`src/inc/wakeup_counter_status_map.svh`:
```
// Register offsets, field positions and reset values of the wakeup unit.
// Assumes inclusion by the package and the top module.
`ifndef WAKEUP_COUNTER_STATUS_MAP_SVH
`define WAKEUP_COUNTER_STATUS_MAP_SVH
// ----------------------------------------------------------------
// Offsets
// ----------------------------------------------------------------
`define WAKEUP_COUNTER_STATUS_OFF_STATUS   12'h000
`define WAKEUP_COUNTER_STATUS_OFF_CTRL     12'h004
`define WAKEUP_COUNTER_STATUS_OFF_EVT      12'h008
`define WAKEUP_COUNTER_STATUS_OFF_MASK     12'h00C
`define WAKEUP_COUNTER_STATUS_OFF_INTV     12'h010
// ----------------------------------------------------------------
// Fields
// ----------------------------------------------------------------
`define WAKEUP_COUNTER_STATUS_BIT_PSEL     7
`define WAKEUP_COUNTER_STATUS_BIT_WUF      0
`define WAKEUP_COUNTER_STATUS_BIT_PRF      1
`define WAKEUP_COUNTER_STATUS_CNT_W        6
`define WAKEUP_COUNTER_STATUS_RST_CNT      6'h3F
`define WAKEUP_COUNTER_STATUS_RST_MASK     2'h0
`endif

```
`src/inc/wakeup_counter_status_pkg.sv`:
```
// Types of the wakeup unit.
// Assumes wakeup_counter_status_map.svh on the include path.
`include "wakeup_counter_status_map.svh"
package wakeup_counter_status_pkg;
    typedef enum logic [1:0] {
        WAKEUP_COUNTER_STATUS_RUN   = 2'h0,
        WAKEUP_COUNTER_STATUS_LIGHT = 2'h1,
        WAKEUP_COUNTER_STATUS_DEEP  = 2'h3
    } wakeup_counter_status_mode_t;

    typedef struct packed {
        logic       psel;
        logic [5:0] wut_cnt;
        logic [5:0] reset_interval_counter_cnt;
        logic [5:0] wut_ivl;
        logic [5:0] reset_interval_counter_ivl;
        logic [5:0] snap;
        logic       wakeup_flag;
        logic       periodic_reset_flag;
        logic [1:0] mask;
        logic       hsel;
        logic       hwr;
        logic [11:0] haddr;
        logic [31:0] rdata;
        logic       irq;
        logic       wake_irq;
        logic       preset;
        logic       clk_restart;
        logic       pending;
        logic       dbg_s1;
        logic       dbg_s2;
        logic       por_s1;
        logic       por_s2;
        logic       seen;
    } wakeup_counter_status_state_t;
endpackage

```
`src/hw/wakeup_counter_status_top.sv`:
```
// Periodic wakeup unit with status readout, flags and modes.
// Assumes one 25 MHz clock, an AHB-Lite master and a count tick from logic.
//
// Contract
// RULE1: Bit 7 selects status source: 0 wakeup counter, 1 reset counter.
// RULE2: Select bit cleared only by non-stop-exit power-on reset.
// RULE3: Status bit 6 always reads zero.
// RULE4: Bits 5:0 read-only, show selected counter value.
// RULE5: Selected counter captured into status when status is read.
// RULE6: Counter reads zero right after its flag is generated.
// RULE7: Status field follows reset effect on selected counter.
// RULE8: Run mode wakeup sets wakeup flag and requests wakeup vector.
// RULE9: Software clears wakeup flag by writing one to its ack.
// RULE10: Run mode periodic reset sets flag and requests reset.
// RULE11: Software clears reset flag by writing one to its ack.
// RULE12: Registers keep programmed values after interrupt or reset; rst_n reloads both intervals to 6'h3F and the mask to 0.
// RULE13: Light stop events restart clocks and set flags.
// RULE14: Deep stop wakeup exits as power-on; interrupt stays pending.
// RULE15: Deep stop periodic reset exits power-on style, sets flag.
// RULE16: Deep stop exit keeps all unit registers.
// RULE17: Debug freezes unit and both counters; a pending deep stop wakeup still fires on int_unmasked.
// RULE18: Counting resumes once debug ends.
// RULE19: Status writes change only the select bit.
`include "wakeup_counter_status_map.svh"
module wakeup_counter_status_top
    import wakeup_counter_status_pkg::*;
(
    input  wire logic        clk,
    input  wire logic        rst_n,
    input  wire logic        por_n,
    input  wire logic        stop_exit,
    input  wire logic        tick,
    input  wire logic        dbg_active,
    input  wire wakeup_counter_status_mode_t  mode,
    input  wire logic        int_unmasked,
    input  wire logic        hsel,
    input  wire logic [31:0] haddr,
    input  wire logic [1:0]  htrans,
    input  wire logic        hwrite,
    input  wire logic [2:0]  hsize,
    input  wire logic [31:0] hwdata,
    input  wire logic        hready,
    output logic      [31:0] hrdata,
    output logic             hreadyout,
    output logic             hresp,
    output logic             irq,
    output logic             wake_irq,
    output logic             periodic_reset,
    output logic             clk_restart
);
    wakeup_counter_status_state_t s_q;
    wakeup_counter_status_state_t s_d;
    logic        wr;
    logic        rd;
    logic        wake_evt;
    logic        reset_interval_counter_evt;
    logic        fz;
    logic        real_por;
    logic [5:0]  sel_cnt;

    // ----------------------------------------------------------------
    // Bus phase and events
    // ----------------------------------------------------------------
    always_comb begin
        wr  = s_q.hsel & s_q.hwr;
        rd  = hsel & htrans[1] & hready & ~hwrite &
              (haddr[11:0] == `WAKEUP_COUNTER_STATUS_OFF_STATUS);
        fz  = s_q.dbg_s2;                                       // RULE17
        // Power-on that is not a stop exit, caught two clocks after it asserts
        real_por = s_q.por_s2 & ~s_q.seen;
        wake_evt = tick & ~fz & (s_q.wut_ivl != '0) &
                   (s_q.wut_cnt + 6'h01 >= s_q.wut_ivl);        // RULE18
        reset_interval_counter_evt = wake_evt & (s_q.reset_interval_counter_ivl != '0) &
                   (s_q.reset_interval_counter_cnt + 6'h01 >= s_q.reset_interval_counter_ivl);
        sel_cnt  = s_q.psel ? s_q.reset_interval_counter_cnt : s_q.wut_cnt;       // RULE1 RULE4
    end

    // ----------------------------------------------------------------
    // Next state
    // ----------------------------------------------------------------
    always_comb begin
        s_d        = s_q;
        s_d.dbg_s1 = dbg_active;
        s_d.dbg_s2 = s_q.dbg_s1;
        s_d.por_s1 = ~por_n & ~stop_exit;
        s_d.por_s2 = s_q.por_s1;
        s_d.seen   = s_q.por_s2;
        s_d.hsel   = hsel & htrans[1] & hready;
        s_d.hwr    = hwrite;
        s_d.haddr  = haddr[11:0];
        // Counters hold in debug; an event returns them to zero
        if (tick && !fz) begin
            s_d.wut_cnt = wake_evt ? 6'h00 : s_q.wut_cnt + 6'h01; // RULE6
            if (wake_evt) begin
                s_d.reset_interval_counter_cnt = reset_interval_counter_evt ? 6'h00
                                        : s_q.reset_interval_counter_cnt + 6'h01;
            end
        end
        if (rd) begin
            s_d.snap = sel_cnt;                                 // RULE5
        end
        // Hardware set wins over software clear
        if (wr && s_q.haddr == `WAKEUP_COUNTER_STATUS_OFF_STATUS) begin
            s_d.psel = hwdata[`WAKEUP_COUNTER_STATUS_BIT_PSEL];                  // RULE19
        end
        if (wr && s_q.haddr == `WAKEUP_COUNTER_STATUS_OFF_INTV) begin
            if (hwdata[5:0] != s_q.wut_ivl &&
                !(hwdata[5:0] == '0 && s_q.reset_interval_counter_ivl == '0)) begin
                s_d.wut_ivl = hwdata[5:0];
                s_d.wut_cnt = 6'h00;
            end
            if (hwdata[13:8] != s_q.reset_interval_counter_ivl &&
                !(hwdata[13:8] == '0 && s_q.wut_ivl == '0)) begin
                s_d.reset_interval_counter_ivl = hwdata[13:8];
                s_d.reset_interval_counter_cnt = 6'h00;
            end
        end
        if (wr && s_q.haddr == `WAKEUP_COUNTER_STATUS_OFF_EVT) begin
            if (hwdata[`WAKEUP_COUNTER_STATUS_BIT_WUF]) s_d.wakeup_flag = 1'b0;          // RULE9
            if (hwdata[`WAKEUP_COUNTER_STATUS_BIT_PRF]) s_d.periodic_reset_flag = 1'b0;          // RULE11
        end
        if (wr && s_q.haddr == `WAKEUP_COUNTER_STATUS_OFF_MASK) begin
            s_d.mask = hwdata[1:0];
        end
        if (wake_evt) s_d.wakeup_flag = 1'b1;                           // RULE8
        if (reset_interval_counter_evt) s_d.periodic_reset_flag = 1'b1;                           // RULE10
        // Deep stop keeps the wakeup pending until unmasked
        if (wake_evt && mode == WAKEUP_COUNTER_STATUS_DEEP) begin
            s_d.pending = 1'b1;                                 // RULE14
        end else if (int_unmasked) begin
            s_d.pending = 1'b0;
        end
        s_d.wake_irq = (wake_evt && mode != WAKEUP_COUNTER_STATUS_DEEP) ||
                       (s_q.pending && int_unmasked);           // RULE14
        s_d.preset = reset_interval_counter_evt | (wake_evt & mode == WAKEUP_COUNTER_STATUS_DEEP); // RULE15
        s_d.clk_restart = (wake_evt | reset_interval_counter_evt) &
                          (mode == WAKEUP_COUNTER_STATUS_LIGHT);                 // RULE13
        // Power-on clears only select and reset flag; others kept
        if (real_por) begin
            s_d.psel = 1'b0;                                    // RULE2
            s_d.periodic_reset_flag  = 1'b0;                                    // RULE16
        end
        s_d.irq = |({s_d.periodic_reset_flag, s_d.wakeup_flag} & s_d.mask);
        s_d.rdata = 32'h0000_0000;
        unique case (haddr[11:0])
            `WAKEUP_COUNTER_STATUS_OFF_STATUS: s_d.rdata[7:0] =
                {s_q.psel, 1'b0, sel_cnt};                      // RULE3 RULE7
            `WAKEUP_COUNTER_STATUS_OFF_CTRL:   s_d.rdata[7:0] = {s_q.psel, 7'h00};
            `WAKEUP_COUNTER_STATUS_OFF_EVT:    s_d.rdata[1:0] = {s_q.periodic_reset_flag, s_q.wakeup_flag};
            `WAKEUP_COUNTER_STATUS_OFF_MASK:   s_d.rdata[1:0] = s_q.mask;
            `WAKEUP_COUNTER_STATUS_OFF_INTV:   s_d.rdata[13:0] =
                {s_q.reset_interval_counter_ivl, 2'b00, s_q.wut_ivl};
            default:          s_d.rdata = 32'h0000_0000;
        endcase
    end

    // ----------------------------------------------------------------
    // State register; reset reloads intervals and mask, keeps select and reset flag
    // ----------------------------------------------------------------
    always_ff @(posedge clk or negedge rst_n) begin                // RULE12
        if (!rst_n) begin
            // Select and reset flag ride through; of the resets only power-on clears them
            s_q.wut_cnt     <= 6'h00;
            s_q.reset_interval_counter_cnt    <= 6'h00;
            s_q.wut_ivl     <= `WAKEUP_COUNTER_STATUS_RST_CNT;
            s_q.reset_interval_counter_ivl    <= `WAKEUP_COUNTER_STATUS_RST_CNT;
            s_q.snap        <= 6'h00;
            s_q.wakeup_flag         <= 1'b0;
            s_q.mask        <= `WAKEUP_COUNTER_STATUS_RST_MASK;
            s_q.hsel        <= 1'b0;
            s_q.hwr         <= 1'b0;
            s_q.haddr       <= 12'h000;
            s_q.rdata       <= 32'h0000_0000;
            s_q.irq         <= 1'b0;
            s_q.wake_irq    <= 1'b0;
            s_q.preset      <= 1'b0;
            s_q.clk_restart <= 1'b0;
            s_q.pending     <= 1'b0;
            s_q.dbg_s1      <= 1'b0;
            s_q.dbg_s2      <= 1'b0;
            s_q.por_s1      <= 1'b0;
            s_q.por_s2      <= 1'b0;
            s_q.seen        <= 1'b1;                             // RULE2
        end else begin
            s_q <= s_d;
        end
    end

    assign hrdata         = s_q.rdata;
    assign hreadyout      = 1'b1;
    assign hresp          = 1'b0;
    assign irq            = s_q.irq;
    assign wake_irq       = s_q.wake_irq;
    assign periodic_reset = s_q.preset;
    assign clk_restart    = s_q.clk_restart;
endmodule

```
`config.mk`:
```
export PLATFORM = sky130hd
export DESIGN_NAME = wakeup_counter_status_top
export DESIGN_NICKNAME = d
export VERILOG_FILES = /design/src/inc/wakeup_counter_status_pkg.sv /design/src/hw/wakeup_counter_status_top.sv
export VERILOG_INCLUDE_DIRS = /design/src /design/src/inc
export SDC_FILE = /design/constraint.sdc
export NUM_CORES = 1
export LEC_CHECK = 0
export ABC_AREA = 1
export BUFFER_PORTS_ARGS = -buffer_cell sky130_fd_sc_hd__buf_2
export CORE_AREA = 2 2 117 119
export CTS_BUF_LIST = sky130_fd_sc_hd__clkbuf_8
export CTS_CLUSTER_SIZE = 10
export DETAILED_ROUTE_END_ITERATION = 16
export DIE_AREA = 0 0 119 121
export PLACE_DENSITY_LB_ADDON = 0.2
export SYNTH_ARGS = -nofsm -noshare
export SYNTH_HDL_FRONTEND = slang
export SYNTH_SLANG_ARGS = --single-unit
```
`constraint.sdc`:
```
create_clock -name clk -period 2.07 [get_ports clk]
set_input_delay 0.621 -clock clk [delete_from_list [all_inputs] [get_ports clk]]
set_output_delay 0.621 -clock clk [all_outputs]
set_load 0.1 [all_outputs]
```
# Word-level counts from Yosys, hierarchy flattened
# Cells that the tools add are included.
# word_totals
memories	0
wordCells	108
latch_bits	0
inputBits	81
regBits	67
ramBits	0
rom_bits	0
# op_classes
magnitude_cmp	2
mux	23
shifts	0
bitwise_logic	19
add_sub_neg	2
n_reduce_logical	28
eq_ne	12
div_mod_pow	0
mul	0
# op_table
op	count
6-bit 2-to-1 mux	9
12-bit by 4-bit equality test with 1-bit output, second input constant	4
12-bit by 5-bit equality test with 1-bit output, second input constant	2
12-bit zero test	2
6-bit zero test	4
24-bit 2-to-1 mux	1
6-bit one-hot mux with 3 select lines	1
6-bit by 1-bit adder with 6-bit output, second input constant	2
1-bit bitwise AND	12
12-bit by 3-bit equality test with 1-bit output, second input constant	1
6-bit greater-or-equal comparator	2
1-bit logical AND	12
12-bit 2-to-1 mux	1
6-bit inequality test	2
6-bit nonzero test	2
1-bit 2-to-1 mux	8
2-bit one-hot mux with 4 select lines	1
2-bit 2-to-1 mux	2
1-bit inverter	4
2-bit AND reduction	2
1-bit zero test	3
2-bit bitwise AND	1
2-bit by 1-bit equality test with 1-bit output, second input constant	1
2-bit equality test, second input constant	1
other kinds (5)	6

# Depth between registers and ports, before layout
# Gate-level depths: netlist of the first run.
# logic_depth
word_depth	11
ltp_mapped	16
depth_no_buf	16

# Least setup slack after synthesis of the first run
# OpenSTA, ideal clock, no wires.
# synth_timing
kind	register -> register
start	reg s_q[84] (netlist name)
end	reg s_q[58] (netlist name), data pin
path_slack_ns	0.012
arrival_time_ns	1.797
path_buffers	0
path_stages_with_launch	14
synth_period_minus_slack_ns	2.058
cell_sequence	dfrtp_1 > ha_1 > nand3_1 > xor2_1 > inv_1 > ha_1 > nand2_1 > inv_1 > a21oi_1 > nand2_1 > nand2_1 > inv_2 > nand2_1 > a21oi_1
# synth_rtl
element	line_no	source
start: declaration	wakeup_counter_status_top.sv:51	wakeup_counter_status_state_t s_q;

==> flow_metrics.py, run 1 <==
metrics = {
    "clock_network": {
        "clockBufferDepth": 2,
        "cts_tree": "built",
        "clock_latency_ns": 0.37,
        "clk_pin_slew_ns": 0.07,
        "root_buffer": "clkbuf_8",
        "cts_sinks": 66,
        "cts-buffers-inserted": 9,
        "h-tree-depth": 3,
    },
    "status": {
        "violations": "negative setup slack",
        "status": "finished with violations",
    },
    "run": {
        "max_cap_viol_count": 0,
    },
    "global_route": {
        "grt_max_degree": 31,
        "grt_pass1_wl_um": 14000,
        "first_global_vias": 2946,
        "overflow": 0,
        "grt_antenna_before_repair": 0,
        "grtUsageTotal_pct": 12.7,
    },
    "finish": {
        "final_util_pct": 35.7,
        "antenna_cells": 0,
        "layout_commonest_cell": "nand2_1",
        "final_area_mm2": 0.00468,
        "num-nets-final": 622,
        "fillers": 1377,
        "area_delta_synth_final_pct": 25.4,
        "drive_gt1_share_pct": 33.8,
        "final_cell_mix": "nand2_1 (94), inv_1 (72), buf_2 (54), dfrtp_1 (51), nor2_1 (31)",
    },
    "detailed_routing": {
        "post_drt_wl_per_cell_um": 12.3,
        "drt_iter0_drc": 130,
        "drtPass1Iterations": 4,
        "routed_wl_um": 8680,
        "drc": 0,
        "num_vias": 2973,
        "vias_per_cell": 4.20,
        "ant_nets": 0,
    },
    "synthesis": {
        "yosysWarnings": 0,
        "syn_avg_cell_area_um2": 8.29,
        "ys_seq_elements": 66,
        "syn_inst": 450,
        "synthDistinctLibCells": 35,
        "syn_area_mm2": 0.00373,
        "seq_area_frac_synth_pct": 45.0,
    },
    "min_path": {
        "min_path_type": "in2async",
    },
    "placed_design": {
        "place_area_mm2": 0.00421,
        "place.port_buffers": 54,
        "gp_congestion": 0.769,
        "hpwl_um": 6500,
    },
    "power": {
        "pwr_density_cell_mw_per_mm2": 876,
        "irDropWorstVdd_uv": 445,
        "power.total_mw": 4.10,
        "leakage_nw": 2.52,
    },
    "floorplan": {
        "die_h_um": 121,
        "core_area_mm2": 0.0131,
        "pin_count": 119,
        "initial_core_util_pct": 28.5,
        "die-area_mm2": 0.0144,
        "die_x_um": 119,
        "row_count": 42,
    },
    "critical_path": {
        "crit_type": "reg2reg",
        "cp_top_family": "adder cells",
        "critPathCaptureType": "flip-flop",
        "crit_arrival_ns": 2.46,
        "path_cells": "ha_1 -> nand3_1 -> xor2_1 -> ha_1 -> nand2_1 -> inv_1 -> a21oi_2 -> nand2_1 -> o21ai_4 -> nand3_2 -> a21oi_2",
        "path_max_fanout": 6,
        "cp-start-kind": "flip-flop",
        "cp_slowest_cell": "dfrtp_1",
        "max_stage_delay_ns": 0.41,
        "crit_required_ns": 2.36,
        "critPathBufInv": 1,
    },
    "timing": {
        "fmax_ghz": 0.461,
        "maxSlewViolCount": 0,
        "finalHoldViolCount": 0,
        "setup_slack_ns": -0.0981,
        "hold-worst-slack_ns": 0.206,
        "fin_skew_ns": 0.0131,
        "period_needed_ns": 2.17,
        "grt_setup_unrepaired": "true",
        "setup_viol": 9,
        "fin_crit_sh_pct": 105,
    },
}
## cells in the mapped netlist, drive strengths merged
cell type	number	area, um2
nand2	107	414
inv	76	285
dfrtp	51	1280
nor2	39	166
buf	37	285
nand3	25	140
o21ai	23	149
ha	14	175
a21oi	13	65.1
dfstp	13	342
xor2	13	114
nand4	9	56.3
nor3	8	71.3
o22ai	4	25.0
o211ai	3	22.5
and2	2	12.5
conb	2	7.51
edfxtp	2	60.1
nand2b	2	12.5
nand3b	2	15.0
a211oi	1	7.51
a21o	1	7.51
and3	1	6.26
nor4	1	6.26
or2	1	6.26
## timing repair
action / 4_1_cts / 5_1_grt
gates resized for setup: 19 / 31
setup endpoints to repair: 18 / 19
hold buffers: 0 / 0
pin swaps: 5 / 9
setup buffers: 1 / 4
cloned: 1 / 0
## layout make-up
cell class                      instances  area, um2  area share [%]
Sequential cell                        66       1680            35.9
Timing Repair Buffer                   84        539            11.5
Clock buffer                           12        165            3.53
Inverter                               76        288            6.15
Clock inverter                          4       50.0            1.07
Multi-Input combinational cell        290       1740            37.1
Tap cell                              176        220            4.71
## flip-flops by register name, summed over array words and instances, names as in the netlist
name,cells
periodic_reset,1
wake_irq,1
s_q,45
irq,1
fz,1
hrdata,13
clk_restart,1
s_d,3
## final timing paths
path,cells past startpoint,slack [ns],end,start
max in group asynchronous,2,1.16,s_q[67],rst_n
max,11,-0.1,s_q[82],s_q[78]
min reg2reg,0,0.35,fz,s_d[3]
min,1,0.21,fz,rst_n
max reg2reg,11,-0.1,s_q[82],s_q[78]
min in group clk,0,0.35,fz,s_d[3]
## per-layer routing
layer	share of wire (%)	GRT usage [%]	vias to the layer above
met3	4.4	3.95	15
met2	47	20.3	65
li1	-	-	1500
met5	0	0	-
met4	1.9	5.65	0
met1	46	15.8	1393
## where the power goes
group | internal (mW) | leakage, nW | switching (mW)
registers | 1.43 | 0.806 | 0.109
clock network | 0.653 | 0.110 | 0.525
logic | 0.538 | 1.60 | 0.838
total | 2.62 | 2.52 | 1.47
## through the flow
stage / instances / setup TNS [ns] / setup WS (ns)
2_1_floorplan: 469 / 0 / 0.0120
3_3_place_gp: 686 / -1.56 / -0.167
3_5_place_dp: 686 / -1.72 / -0.180
4_1_cts: 704 / -0.593 / -0.0634
5_1_grt: 708 / -2.81 / -0.244
6_report: 708 / -0.385 / -0.0981
## cell families after synthesis
| group | after synthesis | synth area share (%) |
|---|---|---|
| adders and majority gates | 14 | 4.70 |
| xor gates and xnor gates | 13 | 3.05 |
| DFF | 66 | 45.0 |
| and+or+nand+nor | 197 | 24.3 |
| buffers and inverters | 113 | 15.3 |
| AOI/OAI and AO/OA | 45 | 7.42 |
| other | 2 | 0.201 |
(Power assumes the default switching activity.)
==> run 2: changes to the inputs <==
Settings changed: SKIP_LAST_GASP set to 1.
==> flow_metrics.py, run 2 (synthesis results as in run 1) <==
metrics = {
    "critical_path": {
        "crit_arrival_ns": 2.42,
        "path_max_fanout": 5,
        "critPathCaptureType": "flip-flop",
        "reg2reg_depth": 14,
        "crit_required_ns": 2.37,
        "cp-start-kind": "flip-flop",
        "crit_type": "reg2reg",
    },
    "power": {
        "p_clk_share_pct": 28.9,
        "leakage_nw": 2.51,
        "power.total_mw": 4.08,
        "power.share.switching_pct": 35.8,
        "irDropWorstVdd_uv": 444,
        "p_int_mw": 2.62,
        "pwr_density_cell_mw_per_mm2": 878,
        "combPwrFrac_pct": 33.3,
        "seq_power_share_pct": 37.8,
        "power.switching_mw": 1.46,
    },
    "floorplan": {
        "die-area_mm2": 0.0144,
        "row_count": 42,
        "pin_count": 119,
        "die_h_um": 121,
        "die_x_um": 119,
        "core_area_mm2": 0.0131,
        "initial_core_util_pct": 28.5,
    },
    "global_route": {
        "busiest_layer": "met2",
        "grt_antenna_before_repair": 0,
        "first_global_vias": 2931,
        "grtUsageTotal_pct": 12.7,
        "grt_max_degree": 31,
        "met1_usage_pct": 15.8,
        "grt_pass1_wl_um": 14000,
        "gr-usage-met3_pct": 3.95,
        "overflow": 0,
        "grtUsageMet2_pct": 20.2,
    },
    "timing": {
        "fmax_ghz": 0.472,
        "period_needed_ns": 2.12,
        "fin_crit_sh_pct": 102,
        "maxSlewViolCount": 0,
        "setup_slack_ns": -0.0501,
        "finalHoldViolCount": 0,
        "grt_setup_unrepaired": "true",
        "hold-worst-slack_ns": 0.204,
        "fin_skew_ns": 0.0139,
        "setup_viol": 8,
    },
    "detailed_routing": {
        "post_drt_wl_per_cell_um": 12.1,
        "drtPass1Iterations": 4,
        "ant_nets": 0,
        "drt_iter0_drc": 146,
        "routed_wl_um": 8560,
        "num_vias": 2968,
        "vias_per_cell": 4.20,
        "drc": 0,
    },
    "finish": {
        "area_delta_synth_final_pct": 24.5,
        "final_cell_mix": "nand2_1 (95), inv_1 (72), buf_2 (54), dfrtp_1 (51), nor2_1 (31)",
        "antenna_cells": 0,
        "largest_reg_flops": 45,
        "num-nets-final": 621,
        "drive_gt1_share_pct": 32.6,
        "layout_commonest_cell": "nand2_1",
        "fillers": 1377,
        "regMostFlops": "s_q",
    },
    "clock_network": {
        "cts_sinks": 66,
        "cts_hold_buf": 0,
        "clk_pin_slew_ns": 0.07,
        "cts-buffers-inserted": 9,
        "cts_tree": "built",
        "clockBufferDepth": 2,
        "clock_latency_ns": 0.37,
        "root_buffer": "clkbuf_8",
        "h-tree-depth": 3,
    },
    "placed_design": {
        "place_ws_ns": -0.180,
        "gp_congestion": 0.769,
        "place.port_buffers": 54,
        "hpwl_um": 6500,
    },
    "run": {
        "max_cap_viol_count": 0,
    },
    "min_path": {
        "min_path_type": "in2async",
    },
    "status": {
        "status": "finished with violations",
        "violations": "negative setup slack",
    },
}
-- run 2: cell count changes in the layout (fill, tap and decap cells not counted) --
cell / delta
nand3_1: +4
buf_4: -1
nand2_1: +1
a21oi_1: +1
a21oi_2: -1
nand2_2: -1
nand3_2: -4
-- run 2: path summary, 6_finish.rpt --
path | start | end | slack (ns)
min in group clk | s_d[3] | fz | 0.35
hold reg to reg | s_d[3] | fz | 0.35
setup reg to reg | s_q[85] | s_q[83] | -0.05
hold / removal | rst_n | fz | 0.20
setup / recovery | s_q[85] | s_q[83] | -0.05
max in group asynchronous | rst_n | s_q[67] | 1.16
-- run 2: timing repair --
| action | CTS | global route |
|---|---|---|
| setup buffers | 1 | 3 |
| gates cloned | 1 | 0 |
| setup endpoints to repair | 18 | 19 |
| gates resized for setup | 17 | 27 |
| pin swaps | 5 | 9 |
-- run 2: layout make-up --
type	instances	area, um2	area share, %
multi-input cells	290	1710	36.8
flip-flops and latches	66	1680	36.1
inverters	76	288	6.20
well taps	176	220	4.74
clock inverters	4	50.0	1.08
repair buffers	83	532	11.5
clock buffers	12	165	3.56
-- run 2: stage by stage --
step	cells	setup TNS (ns)	utilization [%]	area, um2
4_1_cts	704	-0.597	34.4	4500
3_3_place_gp	686	-1.56	32.2	4210
3_5_place_dp	686	-1.72	32.2	4210
5_1_grt	707	-2.69	35.5	4640
6_report	707	-0.217	35.5	4640
2_1_floorplan	469	0	-	3800
-- run 2: per-layer routing --
metal	share of wire, %	wire length (um)	up-vias
met1	47	4030	1389
met2	47	3980	66
met4	2.1	179	0
li1	-	-	1498
met3	4.3	365	15
met5	0	0	-
-- run 2: power groups by stage --
stage	clock, mW	combinational, mW	sequential, mW
2_1_floorplan	0	0.718	1.64
3_3_place_gp	0	1.16	1.55
3_5_place_dp	0	1.18	1.55
4_1_cts	1.22	1.24	1.53
5_1_grt	1.27	1.52	1.56
6_report	1.18	1.36	1.54
-- run 2: critical path: stages, from the launching register on --
cell and delay, ns:
dfrtp_1 0.42, ha_2 0.21, nand3_2 0.10, xor2_2 0.17
inv_1 0.09, ha_4 0.28, nand2_4 0.05, nor2_2 0.09
nand2_1 0.06, nand2_2 0.08, nand2_4 0.07, inv_4 0.09
buf_8 0.13, nand3_1 0.08, a21oi_1 0.13
